[src/design/stt_timers_regs.svh]
/*
 * Register offsets, field positions and reset values of the system timers.
 * Assumes a 32-bit classic Wishbone slave decoding byte address bits [11:0].
 */
`ifndef STT_TIMERS_REGS_SVH
`define STT_TIMERS_REGS_SVH

// Task-monitor timer
`define STT_TC_CTRL_OFS     12'h000
`define STT_TC_COUNT_OFS    12'h004
`define STT_CMP_FLAG_OFS    12'h008
`define STT_CMP_BASE        12'h020
`define STT_CMP_STRIDE      12'h008
`define STT_TC_EN_BIT       0
`define STT_TC_FRZ_BIT      1
`define STT_TC_PS_LSB       8
`define STT_TC_PS_MSB       15

// Periodic tick timer, one 16-byte block per channel
`define STT_PIT_BASE        12'h100
`define STT_PIT_STRIDE      12'h010
`define STT_PIT_LOAD_REG    2'h0
`define STT_PIT_CURR_REG    2'h1
`define STT_PIT_CTRL_REG    2'h2
`define STT_PIT_FLAG_REG    2'h3

// Reset values
`define STT_RST_WORD        32'h0000_0000
`define STT_RST_PRESC       8'h00

`endif

[src/design/stt_pkg.sv]
/*
 * Types shared by the system timers block.
 * Assumes a 32-bit classic Wishbone bus on the register side.
 */
package stt_pkg;

    localparam int STT_PIT_CHANS = 5;
    localparam int STT_CMP_CHANS = 4;

    typedef struct packed {
        logic [31:0] adr;
        logic [31:0] dat;
        logic [3:0]  sel;
        logic        we;
        logic        cyc;
        logic        stb;
    } stt_wb_req_t;

    typedef struct packed {
        logic [31:0] dat;
        logic        ack;
    } stt_wb_rsp_t;

    // Periodic channel control word, bit 0 is the enable
    typedef struct packed {
        logic trg_en;
        logic irq_en;
        logic en;
    } stt_pit_ctrl_t;

endpackage

[src/design/stt_timers.sv]
/*
 * System timers: a five-channel periodic tick timer with self-reloading
 * 32-bit down counters, and a task-monitor timer with a prescaled 32-bit
 * up counter and four compare channels. Registers sit on a classic
 * Wishbone slave.
 * Assumes one 50 MHz clock; the crystal rate arrives as a one-cycle
 * enable pulse xtal_tick_i, and stop and debug indications are levels
 * synchronous to clk_i. Events leave only as on-chip request lines.
 */
// Added by the designer: register access over Wishbone and the register addresses.
// Functional notes
// Five independent periodic channels with own outputs
// 32-bit down counters reload themselves at end
// Four channels system clocked, one crystal clocked
// Wake channel counts in stop, requests clock restart
// Zero raises interrupt or converter trigger as configured
// No pins; events go on-chip only
// Task counter 32-bit up, 8-bit prescaler
// Four 32-bit compare values against shared counter
// Compare passing raises processor interrupt
// Separate interrupt line per compare channel
// Optional halt in debug, resumes held value
// Zero reloads next cycle, sticky flag until cleared
// Task counter wraps all-ones to zero
`timescale 1ns/100ps
`include "stt_timers_regs.svh"

module stt_timers
    import stt_pkg::*;
(
    // Clock and reset
    input  wire logic                     clk_i,
    input  wire logic                     rst_i,
    // Wishbone slave
    input  wire stt_wb_req_t              wb_req_i,
    output stt_wb_rsp_t                   wb_rsp_o,
    // System state
    input  wire logic                     xtal_tick_i,
    input  wire logic                     stop_mode_i,
    input  wire logic                     debug_mode_i,
    // Periodic tick timer events
    output logic [STT_PIT_CHANS-1:0]      pit_irq_o,
    output logic [STT_PIT_CHANS-1:0]      pit_trig_o,
    output logic                          wake_req_o,
    // Task-monitor timer events
    output logic [STT_CMP_CHANS-1:0]      cmp_irq_o
);

    localparam logic [11:0] PIT_BASE = `STT_PIT_BASE;
    localparam logic [11:0] PIT_STRD = `STT_PIT_STRIDE;
    localparam logic [11:0] CMP_BASE = `STT_CMP_BASE;
    localparam logic [11:0] CMP_STRD = `STT_CMP_STRIDE;
    localparam int          WAKE_CH  = STT_PIT_CHANS - 1;

    ////////////////////////////////////////////////////////////////////////
    // State
    ////////////////////////////////////////////////////////////////////////
    logic                                  ack;
    logic                                  next_ack;
    logic [31:0]                           rdata;
    logic [31:0]                           next_rdata;

    logic [STT_PIT_CHANS-1:0][31:0]        pit_load;
    logic [STT_PIT_CHANS-1:0][31:0]        next_pit_load;
    logic [STT_PIT_CHANS-1:0][31:0]        pit_cnt;
    logic [STT_PIT_CHANS-1:0][31:0]        next_pit_cnt;
    stt_pit_ctrl_t [STT_PIT_CHANS-1:0]     pit_ctrl;
    stt_pit_ctrl_t [STT_PIT_CHANS-1:0]     next_pit_ctrl;
    logic [STT_PIT_CHANS-1:0]              pit_flag;
    logic [STT_PIT_CHANS-1:0]              next_pit_flag;
    logic [STT_PIT_CHANS-1:0]              pit_trig;
    logic [STT_PIT_CHANS-1:0]              next_pit_trig;
    logic                                  wake;
    logic                                  next_wake;

    logic                                  tc_en;
    logic                                  next_tc_en;
    logic                                  tc_frz;
    logic                                  next_tc_frz;
    logic [7:0]                            tc_ps;
    logic [7:0]                            next_tc_ps;
    logic [7:0]                            ps_cnt;
    logic [7:0]                            next_ps_cnt;
    logic [31:0]                           tc_cnt;
    logic [31:0]                           next_tc_cnt;
    logic [STT_CMP_CHANS-1:0][31:0]        cmp_val;
    logic [STT_CMP_CHANS-1:0][31:0]        next_cmp_val;
    logic [STT_CMP_CHANS-1:0]              cmp_en;
    logic [STT_CMP_CHANS-1:0]              next_cmp_en;
    logic [STT_CMP_CHANS-1:0]              cmp_flag;
    logic [STT_CMP_CHANS-1:0]              next_cmp_flag;

    ////////////////////////////////////////////////////////////////////////
    // Bus decode
    ////////////////////////////////////////////////////////////////////////
    logic [11:0]                           adr;
    logic [11:0]                           pit_ofs;
    logic [11:0]                           cmp_ofs;
    logic                                  acc;
    logic                                  wr;
    logic                                  pit_hit;
    logic                                  cmp_hit;
    logic [2:0]                            pit_ch;
    logic [1:0]                            pit_reg;
    logic [1:0]                            cmp_ch;
    logic                                  cmp_reg;
    logic [31:0]                           wdat;

    assign adr     = wb_req_i.adr[11:0];
    assign acc     = wb_req_i.cyc & wb_req_i.stb;
    // A write commits on the edge that the master sees ack
    assign wr      = acc & wb_req_i.we & ack;
    assign pit_ofs = adr - PIT_BASE;
    assign cmp_ofs = adr - CMP_BASE;
    assign pit_hit = (adr >= PIT_BASE) && (adr < PIT_BASE + 12'(STT_PIT_CHANS) * PIT_STRD);
    assign cmp_hit = (adr >= CMP_BASE) && (adr < CMP_BASE + 12'(STT_CMP_CHANS) * CMP_STRD);
    assign pit_ch  = pit_ofs[6:4];
    assign pit_reg = pit_ofs[3:2];
    assign cmp_ch  = cmp_ofs[4:3];
    assign cmp_reg = cmp_ofs[2];

    // Byte lanes not selected keep the old contents
    function automatic logic [31:0] merge(input logic [31:0] old,
                                          input logic [31:0] dat,
                                          input logic [3:0]  sel);
        logic [31:0] res;
        res = old;
        for (int b = 0; b < 4; b++)
        begin
            if (sel[b])
            begin
                res[8*b +: 8] = dat[8*b +: 8];
            end
        end
        return res;
    endfunction

    // Write-one-to-clear masks for the sticky flags
    function automatic logic wr1(input logic [31:0] dat,
                                 input logic [3:0]  sel,
                                 input int          bit_no);
        return dat[bit_no] & sel[bit_no / 8];
    endfunction

    assign wdat = wb_req_i.dat;

    ////////////////////////////////////////////////////////////////////////
    // Bus answer: ack one cycle after the request, unmapped reads zero
    ////////////////////////////////////////////////////////////////////////
    always_comb
    begin
        next_ack   = acc & ~ack;
        next_rdata = `STT_RST_WORD;
        if (pit_hit)
        begin
            case (pit_reg)
                `STT_PIT_LOAD_REG: next_rdata = pit_load[pit_ch];
                `STT_PIT_CURR_REG: next_rdata = pit_cnt[pit_ch];
                `STT_PIT_CTRL_REG: next_rdata = {29'h0, pit_ctrl[pit_ch]};
                default:           next_rdata = {31'h0, pit_flag[pit_ch]};
            endcase
        end
        else if (cmp_hit)
        begin
            next_rdata = cmp_reg ? cmp_val[cmp_ch] : {31'h0, cmp_en[cmp_ch]};
        end
        else if (adr == `STT_TC_CTRL_OFS)
        begin
            next_rdata[`STT_TC_EN_BIT]                  = tc_en;
            next_rdata[`STT_TC_FRZ_BIT]                 = tc_frz;
            next_rdata[`STT_TC_PS_MSB:`STT_TC_PS_LSB]   = tc_ps;
        end
        else if (adr == `STT_TC_COUNT_OFS)
        begin
            next_rdata = tc_cnt;
        end
        else if (adr == `STT_CMP_FLAG_OFS)
        begin
            next_rdata = {28'h0, cmp_flag};
        end
    end

    ////////////////////////////////////////////////////////////////////////
    // Periodic tick timer
    ////////////////////////////////////////////////////////////////////////
    logic [STT_PIT_CHANS-1:0]              pit_tick;
    logic [STT_PIT_CHANS-1:0]              pit_zero;

    always_comb
    begin
        next_pit_load = pit_load;
        next_pit_cnt  = pit_cnt;
        next_pit_ctrl = pit_ctrl;
        next_pit_flag = pit_flag;
        next_pit_trig = '0;
        next_wake     = wake & stop_mode_i;
        pit_tick      = '0;
        pit_zero      = '0;
        for (int i = 0; i < STT_PIT_CHANS; i++)
        begin
            // System-clocked channels stop with the system clock
            if (i == WAKE_CH)
            begin
                pit_tick[i] = pit_ctrl[i].en & xtal_tick_i;
            end
            else
            begin
                pit_tick[i] = pit_ctrl[i].en & ~stop_mode_i;
            end
            pit_zero[i] = pit_tick[i] && (pit_cnt[i] == 32'h0);
            if (pit_zero[i])
            begin
                next_pit_cnt[i] = pit_load[i];
            end
            else if (pit_tick[i])
            begin
                next_pit_cnt[i] = pit_cnt[i] - 32'h1;
            end
            next_pit_trig[i] = pit_zero[i] & pit_ctrl[i].trg_en;
            // Set wins over a clear in the same cycle
            if (wr && pit_hit && pit_ch == 3'(i) && pit_reg == `STT_PIT_FLAG_REG
                && wr1(wdat, wb_req_i.sel, 0))
            begin
                next_pit_flag[i] = 1'b0;
            end
            if (pit_zero[i])
            begin
                next_pit_flag[i] = 1'b1;
            end
            if (wr && pit_hit && pit_ch == 3'(i))
            begin
                if (pit_reg == `STT_PIT_LOAD_REG)
                begin
                    next_pit_load[i] = merge(pit_load[i], wdat, wb_req_i.sel);
                end
                else if (pit_reg == `STT_PIT_CTRL_REG && wb_req_i.sel[0])
                begin
                    next_pit_ctrl[i] = stt_pit_ctrl_t'(wdat[2:0]);
                    // Starting a channel begins a fresh period
                    if (wdat[0] && !pit_ctrl[i].en)
                    begin
                        next_pit_cnt[i] = pit_load[i];
                    end
                end
            end
        end
        if (pit_zero[WAKE_CH] && stop_mode_i)
        begin
            next_wake = 1'b1;
        end
    end

    ////////////////////////////////////////////////////////////////////////
    // Task-monitor timer
    ////////////////////////////////////////////////////////////////////////
    logic                                  tc_run;
    logic                                  tc_tick;

    always_comb
    begin
        next_tc_en    = tc_en;
        next_tc_frz   = tc_frz;
        next_tc_ps    = tc_ps;
        next_ps_cnt   = ps_cnt;
        next_tc_cnt   = tc_cnt;
        next_cmp_val  = cmp_val;
        next_cmp_en   = cmp_en;
        next_cmp_flag = cmp_flag;
        // Freeze holds both the prescaler phase and the count
        tc_run  = tc_en & ~(tc_frz & debug_mode_i);
        tc_tick = tc_run && (ps_cnt >= tc_ps);
        if (tc_run)
        begin
            next_ps_cnt = tc_tick ? 8'h00 : ps_cnt + 8'h01;
        end
        if (tc_tick)
        begin
            next_tc_cnt = tc_cnt + 32'h1;
        end
        if (wr && adr == `STT_TC_CTRL_OFS)
        begin
            if (wb_req_i.sel[0])
            begin
                next_tc_en  = wdat[`STT_TC_EN_BIT];
                next_tc_frz = wdat[`STT_TC_FRZ_BIT];
            end
            if (wb_req_i.sel[1])
            begin
                next_tc_ps = wdat[`STT_TC_PS_MSB:`STT_TC_PS_LSB];
            end
        end
        if (wr && adr == `STT_TC_COUNT_OFS)
        begin
            next_tc_cnt = merge(tc_cnt, wdat, wb_req_i.sel);
        end
        for (int k = 0; k < STT_CMP_CHANS; k++)
        begin
            if (wr && cmp_hit && cmp_ch == 2'(k))
            begin
                if (cmp_reg)
                begin
                    next_cmp_val[k] = merge(cmp_val[k], wdat, wb_req_i.sel);
                end
                else if (wb_req_i.sel[0])
                begin
                    next_cmp_en[k] = wdat[0];
                end
            end
            if (wr && adr == `STT_CMP_FLAG_OFS && wr1(wdat, wb_req_i.sel, k))
            begin
                next_cmp_flag[k] = 1'b0;
            end
            // The count moves past the compare value on this tick
            if (tc_tick && cmp_en[k] && tc_cnt == cmp_val[k])
            begin
                next_cmp_flag[k] = 1'b1;
            end
        end
    end

    ////////////////////////////////////////////////////////////////////////
    // Registers
    ////////////////////////////////////////////////////////////////////////
    always_ff @(posedge clk_i)
    begin
        if (rst_i)
        begin
            ack      <= 1'b0;
            rdata    <= `STT_RST_WORD;
            pit_load <= '0;
            pit_cnt  <= '0;
            pit_ctrl <= '0;
            pit_flag <= '0;
            pit_trig <= '0;
            wake     <= 1'b0;
            tc_en    <= 1'b0;
            tc_frz   <= 1'b0;
            tc_ps    <= `STT_RST_PRESC;
            ps_cnt   <= 8'h00;
            tc_cnt   <= `STT_RST_WORD;
            cmp_val  <= '0;
            cmp_en   <= '0;
            cmp_flag <= '0;
        end
        else
        begin
            ack      <= next_ack;
            rdata    <= next_rdata;
            pit_load <= next_pit_load;
            pit_cnt  <= next_pit_cnt;
            pit_ctrl <= next_pit_ctrl;
            pit_flag <= next_pit_flag;
            pit_trig <= next_pit_trig;
            wake     <= next_wake;
            tc_en    <= next_tc_en;
            tc_frz   <= next_tc_frz;
            tc_ps    <= next_tc_ps;
            ps_cnt   <= next_ps_cnt;
            tc_cnt   <= next_tc_cnt;
            cmp_val  <= next_cmp_val;
            cmp_en   <= next_cmp_en;
            cmp_flag <= next_cmp_flag;
        end
    end

    ////////////////////////////////////////////////////////////////////////
    // Outputs
    ////////////////////////////////////////////////////////////////////////
    always_comb
    begin
        wb_rsp_o.ack = ack;
        wb_rsp_o.dat = rdata;
        for (int i = 0; i < STT_PIT_CHANS; i++)
        begin
            pit_irq_o[i] = pit_flag[i] & pit_ctrl[i].irq_en;
        end
    end

    assign pit_trig_o = pit_trig;
    assign wake_req_o = wake;
    assign cmp_irq_o  = cmp_flag;

endmodule

[config.mk]
export PLATFORM = sky130hd
export DESIGN_NAME = stt_timers
export DESIGN_NICKNAME = d
export VERILOG_FILES = /design/src/design/stt_pkg.sv /design/src/design/stt_timers.sv
export VERILOG_INCLUDE_DIRS = /design/src /design/src/design
export SDC_FILE = /design/constraint.sdc
export NUM_CORES = 2
export LEC_CHECK = 0
export ABC_AREA = 1
export BUFFER_PORTS_ARGS = -buffer_cell sky130_fd_sc_hd__buf_2
export CAP_MARGIN = 30
export CORE_ASPECT_RATIO = 1.75
export CORE_MARGIN = 1.5
export CORE_UTILIZATION = 31
export DETAILED_ROUTE_END_ITERATION = 7
export PLACE_DENSITY_LB_ADDON = 0.1
export SLEW_MARGIN = 10
export SYNTH_ARGS = -nofsm -noshare
export SYNTH_HDL_FRONTEND = slang
export SYNTH_SLANG_ARGS = --single-unit
[constraint.sdc]
create_clock -name clk_i -period 2.25 [get_ports clk_i]
set_input_delay 0.3375 -clock clk_i [delete_from_list [all_inputs] [get_ports clk_i]]
set_output_delay 0.3375 -clock clk_i [all_outputs]
set_load 0.05 [all_outputs]
==> After elaboration in Yosys (flattened, before gate mapping) <==
Index checks and enable logic that the tools add are counted.
{ "totals": {"ff_bits": 565, "inputBits": 76, "out_inout_bits": 48, "word_cells": 352} }
{ "classes": {"n_addsub": 9, "n_lt_le_gt_ge": 7, "n_eq_ne": 20, "mux": 78, "bitwise": 31, "n_reduce_logical": 126} }
{ "ops": {"columns": ["op", "n"], "rows": [
  ["$mux 32", 39],
  ["$bmux 32 s3", 2],
  ["$logic_not 32->1", 5],
  ["$sub 32x1->32 const B", 5],
  ["$reduce_and 3->1", 45],
  ["$eq 32x32->1", 4],
  ["$pmux 32 s3", 1],
  ["$bmux 32 s2", 1],
  ["$logic_and 1x1->1", 51],
  ["$mux 8", 6],
  ["$add 32x1->32 const B", 1],
  ["$and 1x1->1", 26],
  ["$mux 1", 21],
  ["$reduce_bool 2->1", 10],
  ["$mux 16", 1],
  ["$eq 12x3->1 const B", 1],
  ["$eq 12x4->1 const B", 1],
  ["$ge 12x6->1 const B", 1],
  ["$ge 12x9->1 const B", 1],
  ["$logic_not 12->1", 1],
  ["$lt 12x7->1 const B", 1],
  ["$lt 12x9->1 const B", 1],
  ["$reduce_and 2->1", 6],
  ["$bmux 3 s3", 1],
  ["other kinds (22)", 39]
]} }

==> Longest topological paths before layout <==
{ "depth": {"word_depth": 9, "depth_mapped": 14, "mapped_depth_nobuf": 13} }

==> Worst setup path before layout <==
OpenSTA, ideal clock, no wires.
{ "synth_path": {"kind": "reg2reg", "startpoint": "register pit_cnt[128] (netlist bit)", "endpoint": "register pit_cnt[149] (netlist bit)", "setup_ns": 0.116, "arrival_ns": 1.729, "path_slack_ns": 0.405, "stages_incl_launch_ff": 13, "n_path_buf": 1, "period_less_slack_ns": 1.845, "cell_sequence": "dfxtp_1 inv_1 ha_1 nand3_2 nor2_4 nand3_2 nor2_4 nand4_4 nand2_2 inv_2 buf_2 nor2_1 nor2_1"} }
{ "synth_between": {"elab_chain_len": 7, "elab_cells_between_ends": 9, "classes_between": "1 x add/sub; 6 x mux; 2 x reduce/logical"} }
{ "synth_lines": {"columns": ["item", "line", "rtl"], "rows": [
  ["start: declaration", "stt_timers.sv:65", "logic [STT_PIT_CHANS-1:0][31:0] pit_cnt;"],
  ["start signal: assignment", "stt_timers.sv:350", "pit_cnt <= next_pit_cnt;"],
  ["$sub 32x1->32 or $logic_not 32->1 (tied branches)", "stt_timers.sv:217, stt_timers.sv:210", null],
  ["$mux 32 or $logic_and 1x1->1 (tied branches)", "stt_timers.sv:215, stt_timers.sv:210", null],
  ["$mux 32 (*)", "stt_timers.sv:211", "if (pit_zero[i])"],
  ["$mux 32", "stt_timers.sv:240", "if (wdat[0] && !pit_ctrl[i].en)"],
  ["$mux 32", "stt_timers.sv:236", "else if (pit_reg == `STT_PIT_CTRL_REG && wb_req_i.sel[0])"],
  ["$mux 32", "stt_timers.sv:232", "if (pit_reg == `STT_PIT_LOAD_REG)"],
  ["$mux 32 (*)", "stt_timers.sv:230", "if (wr && pit_hit && pit_ch == 3'(i))"]
]} }
Mark *: on every way between the ends. The rest lies on a longest branch, timed or not.
A chain may end at the register's enable or synchronous reset.

==> Worst setup path in the final report <==
{ "layout_path": {"startpoint": "register pit_cnt[122] (netlist bit)", "endpoint": "register rdata[26]"} }
{ "layout_between": {"elab_chain_len": 4} }
{ "layout_lines": {"columns": ["item", "line", "rtl"], "rows": [
  ["$bmux 32 s3", "stt_timers.sv:158", "`STT_PIT_CURR_REG: next_rdata = pit_cnt[pit_ch];"],
  ["$mux 32 (implied by the code)", "stt_timers.sv:158", null],
  ["$pmux 32 s3", "stt_timers.sv:156", "case (pit_reg)"],
  ["$mux 32", "stt_timers.sv:154", "if (pit_hit)"],
  ["end signal: assignment", "stt_timers.sv:329", "rdata <= `STT_RST_WORD;"],
  ["end signal: assignment", "stt_timers.sv:348", "rdata <= next_rdata;"],
  ["end: declaration", "stt_timers.sv:60", "logic [31:0] rdata;"]
]} }
No other way between the ends. The select of a mux whose other input is x is not followed.

==> out/metrics.yaml <==
status:
  outcome: "finished, violations left"
  violations: "negative setup slack"
timing:
  maxSlewHeadroom_pct: 38.2
  clock.fmax_mhz: 442
  finalMaxSlewViolations: 0
  hold_viol: 0
  setup_violations: 1
  tightest_slew_ns: 0.917
  timing.final.crit_share_pct: 100
  worst_slack_ns: -0.0109
  rsz0062_at_grt: "yes"
  skew_ns: 0.0208
  fin_crit_ns: 2.26
place:
  place_congestion: 1.05
  hpwl_mm: 155
  port-buffer-count: 103
  pre_cts_ws_ns: -0.264
clocking:
  clock_sinks: 565
  tritoncts.num_buffers: 60
  clk_pin_slew_ns: 0.07
  htreeDepth: 2
  clock_tree.root_cell: "clkbuf_16"
  clock_latency_ns: 0.70
  cts_buffer_depth: 3
  cts_tree: "built"
drt:
  wl_mm: 191
  drcViolationCount: 0
  routedWlPerCell_um: 28.1
  firstDrtPassIters: 6
  dr.first_iter.drc_count: 2842
  ant_nets: 0
  vias: 36392
  viasPerCell: 5.34
floorplanning:
  ios: 124
  dieWidth_um: 245
  num_rows: 155
  die_h_um: 427
  design.die.area_um2: 105000
  start_util_pct: 31.2
  core_um2: 102000
hold_path:
  hold_class: "input pin to register"
  min_from: "wb_req_i[35]"
  hold_path_depth: 5
critical_path:
  r2r-start: "pit_cnt[122]"
  critPathMaxStageDelay_ns: 0.65
  ff2ff_path_depth: 7
  cp_slowest_cell: "o22ai_1"
  critical_path.startpoint: "pit_cnt[122]"
  crit_fanout: 3
  cp.required_ns: 2.88
  path_class: "register to register"
  worstPathCellList: "inv_1 > o22ai_1 > o21ai_0 > buf_4 > o21ai_0 > a21oi_1 > a21oi_1"
  arrival_ns: 2.89
  critPathLaunchType: "register"
  end_kind: "register"
synthesis:
  synth_commonest_cells: "nand2_1 (879), o21ai_0 (690), nor2_1 (649)"
  ys_types: 52
  yosysWarnings: 0
  syn-num-nets: 4936
  async_reset_ff_share_pct: 0
  synth_edf_count: 0
  yosys.area.top_type: "dfxtp_1"
  synth-seq-cells: 565
  avgSynthCellArea_um2: 6.57
  synth_cells: 4845
  synth_top_cell_area_share_pct: 35.6
  yosysMostFrequentCell: "nand2_1"
  seq_area_frac_synth_pct: 35.6
  synthTopCellsByArea: "dfxtp_1 (36%), o21ai_0 (11%), nand2_1 (10%), nor2_1 (7.7%), a21oi_1 (7.1%)"
  syn_area_um2: 31800
  yosys_most_used_dff: "dfxtp_1"
finish:
  syn2layout_area_growth_pct: 27.5
  fin_nets: 5510
  final_util_pct: 39.9
  n_fill_cell: 11253
  drive_above_1_share_pct: 17.8
global_route:
  track_usage_pct: 36.0
  grt_first_pass_wirelength_mm: 264
  grt_overflow: 0
  grt_max_degree: 79
  antenna_found_initial: 18
  grt_pass1_vias: 35725
flow_run:
  maxCapViolCount: 0
pwr:
  power_density_nw_per_um2: 543
  ir_drop_mv: 0.486
  p_leak_nw: 17.8
[per-layer routing]
metal / GRT usage, % / vias up / routed length (um)
li1: - / 17175 / -
met1: 35.6 / 17143 / 65400
met2: 63.1 / 1417 / 93300
met3: 5.46 / 649 / 9590
met4: 35.8 / 8 / 22900
met5: 0 / - / 59
[registers in the layout (all words and copies together), names as in the netlist]
signal / cells
ps_cnt: 8
ack: 1
rdata: 32
pit_trig_o: 5
tc_frz: 1
pit_ctrl: 15
tc_ps: 8
cmp_val: 128
cmp_en: 4
tc_en: 1
pit_load: 160
cmp_irq_o: 4
wake_req_o: 1
pit_cnt: 160
pit_flag: 5
tc_cnt: 32
[through the flow]
step	area [um^2]	hold slack, ns	std cells	power [mW]	setup TNS [ns]
2_1_floorplan	31800	0.426	4845	10.7	0
3_3_place_gp	38400	0.450	6682	11.6	-16.53
3_5_place_dp	38400	0.452	6682	11.6	-18.42
4_1_cts	40400	0.00138	6797	22.1	0
5_1_grt	40600	0.0319	6807	22.6	-0.0747
6_report	40600	0.0162	6814	22.0	-0.0109
[cell families (layout without fill, tap and decap cells)]
| group | after synthesis | after routing | share of synthesized area (%) |
|---|---|---|---|
| simple gates | 1973 | 1973 | 26.9 |
| flops | 565 | 565 | 35.6 |
| xor+xnor | 147 | 147 | 4.05 |
| fa+ha+maj | 15 | 15 | 0.590 |
| other cells | 0 | 12 | 0 |
| buf+inv | 768 | 1391 | 9.89 |
| compound gates | 1377 | 1377 | 23.0 |
[what timing repair did]
item | 4_1_cts | 5_1_grt
cloned | 0 | 1
buffers inserted | 0 | 4
hold buffers | 4 | 0
pin swaps | 0 | 5
resized for setup | 3 | 25
hold endpoints to repair | 3 | 0
endpoints found under the setup margin | 6 | 50
[area by class of cell]
class | count | area, um^2 | share of cell area, %
Clock inverter | 20 | 195 | 0.481
Timing Repair Buffer | 737 | 6070 | 15.0
Tap cell | 1334 | 1670 | 4.11
Timing Repair inverter | 1 | 7.51 | 0.0185
Sequential cell | 565 | 11300 | 27.9
Clock buffer | 91 | 1800 | 4.44
Inverter | 542 | 2050 | 5.06
Multi-Input combinational cell | 3512 | 17400 | 43.0
Antenna cell | 12 | 30.0 | 0.0740
[cells in the final DEF (no fill, tap or decap), types with 15 or more instances in the layout]
cell type and n:
nand2_1 874, o21ai_0 683, nor2_1 643, buf_4 566, dfxtp_1 564, inv_1 501
a21oi_1 451, nand3_1 198, xor2_1 119, o22ai_1 118, buf_2 102, nand4_1 70
clkbuf_16 62, buf_12 62, nor3_1 59, a211oi_1 44, nor2_4 32, xnor2_1 28
a22oi_1 27, nand2_2 22, nor2_2 22, o21ai_1 22, inv_2 20, clkinv_1 16
clkinv_2 15, ha_1 15, clkbuf_1 15
[critical path: cells and delay by family, from the launching register on]
family | cells | cell delay [ns]
buf+inv | 2 | 0.30
compound gates | 5 | 1.54
flops | 1 | 0.35
[worst paths after layout]
check	end	slack [ns]
worst max-delay path	rdata[26]	-0.01
worst min-delay path	tc_cnt[28]	0.02
worst max register to register	rdata[26]	-0.01
worst min register to register	ack	0.45
[power breakdown]
part / internal (mW) / total (mW) / switching [mW] / leakage (nW)
sequential: 10.0 / 10.0 / 0.00579 / 4.55
combinational: 0.381 / 1.42 / 1.04 / 12.3
clock: 5.84 / 10.6 / 4.76 / 0.987
total: 16.2 / 22.0 / 5.81 / 17.8
(Power assumes the default switching activity.)
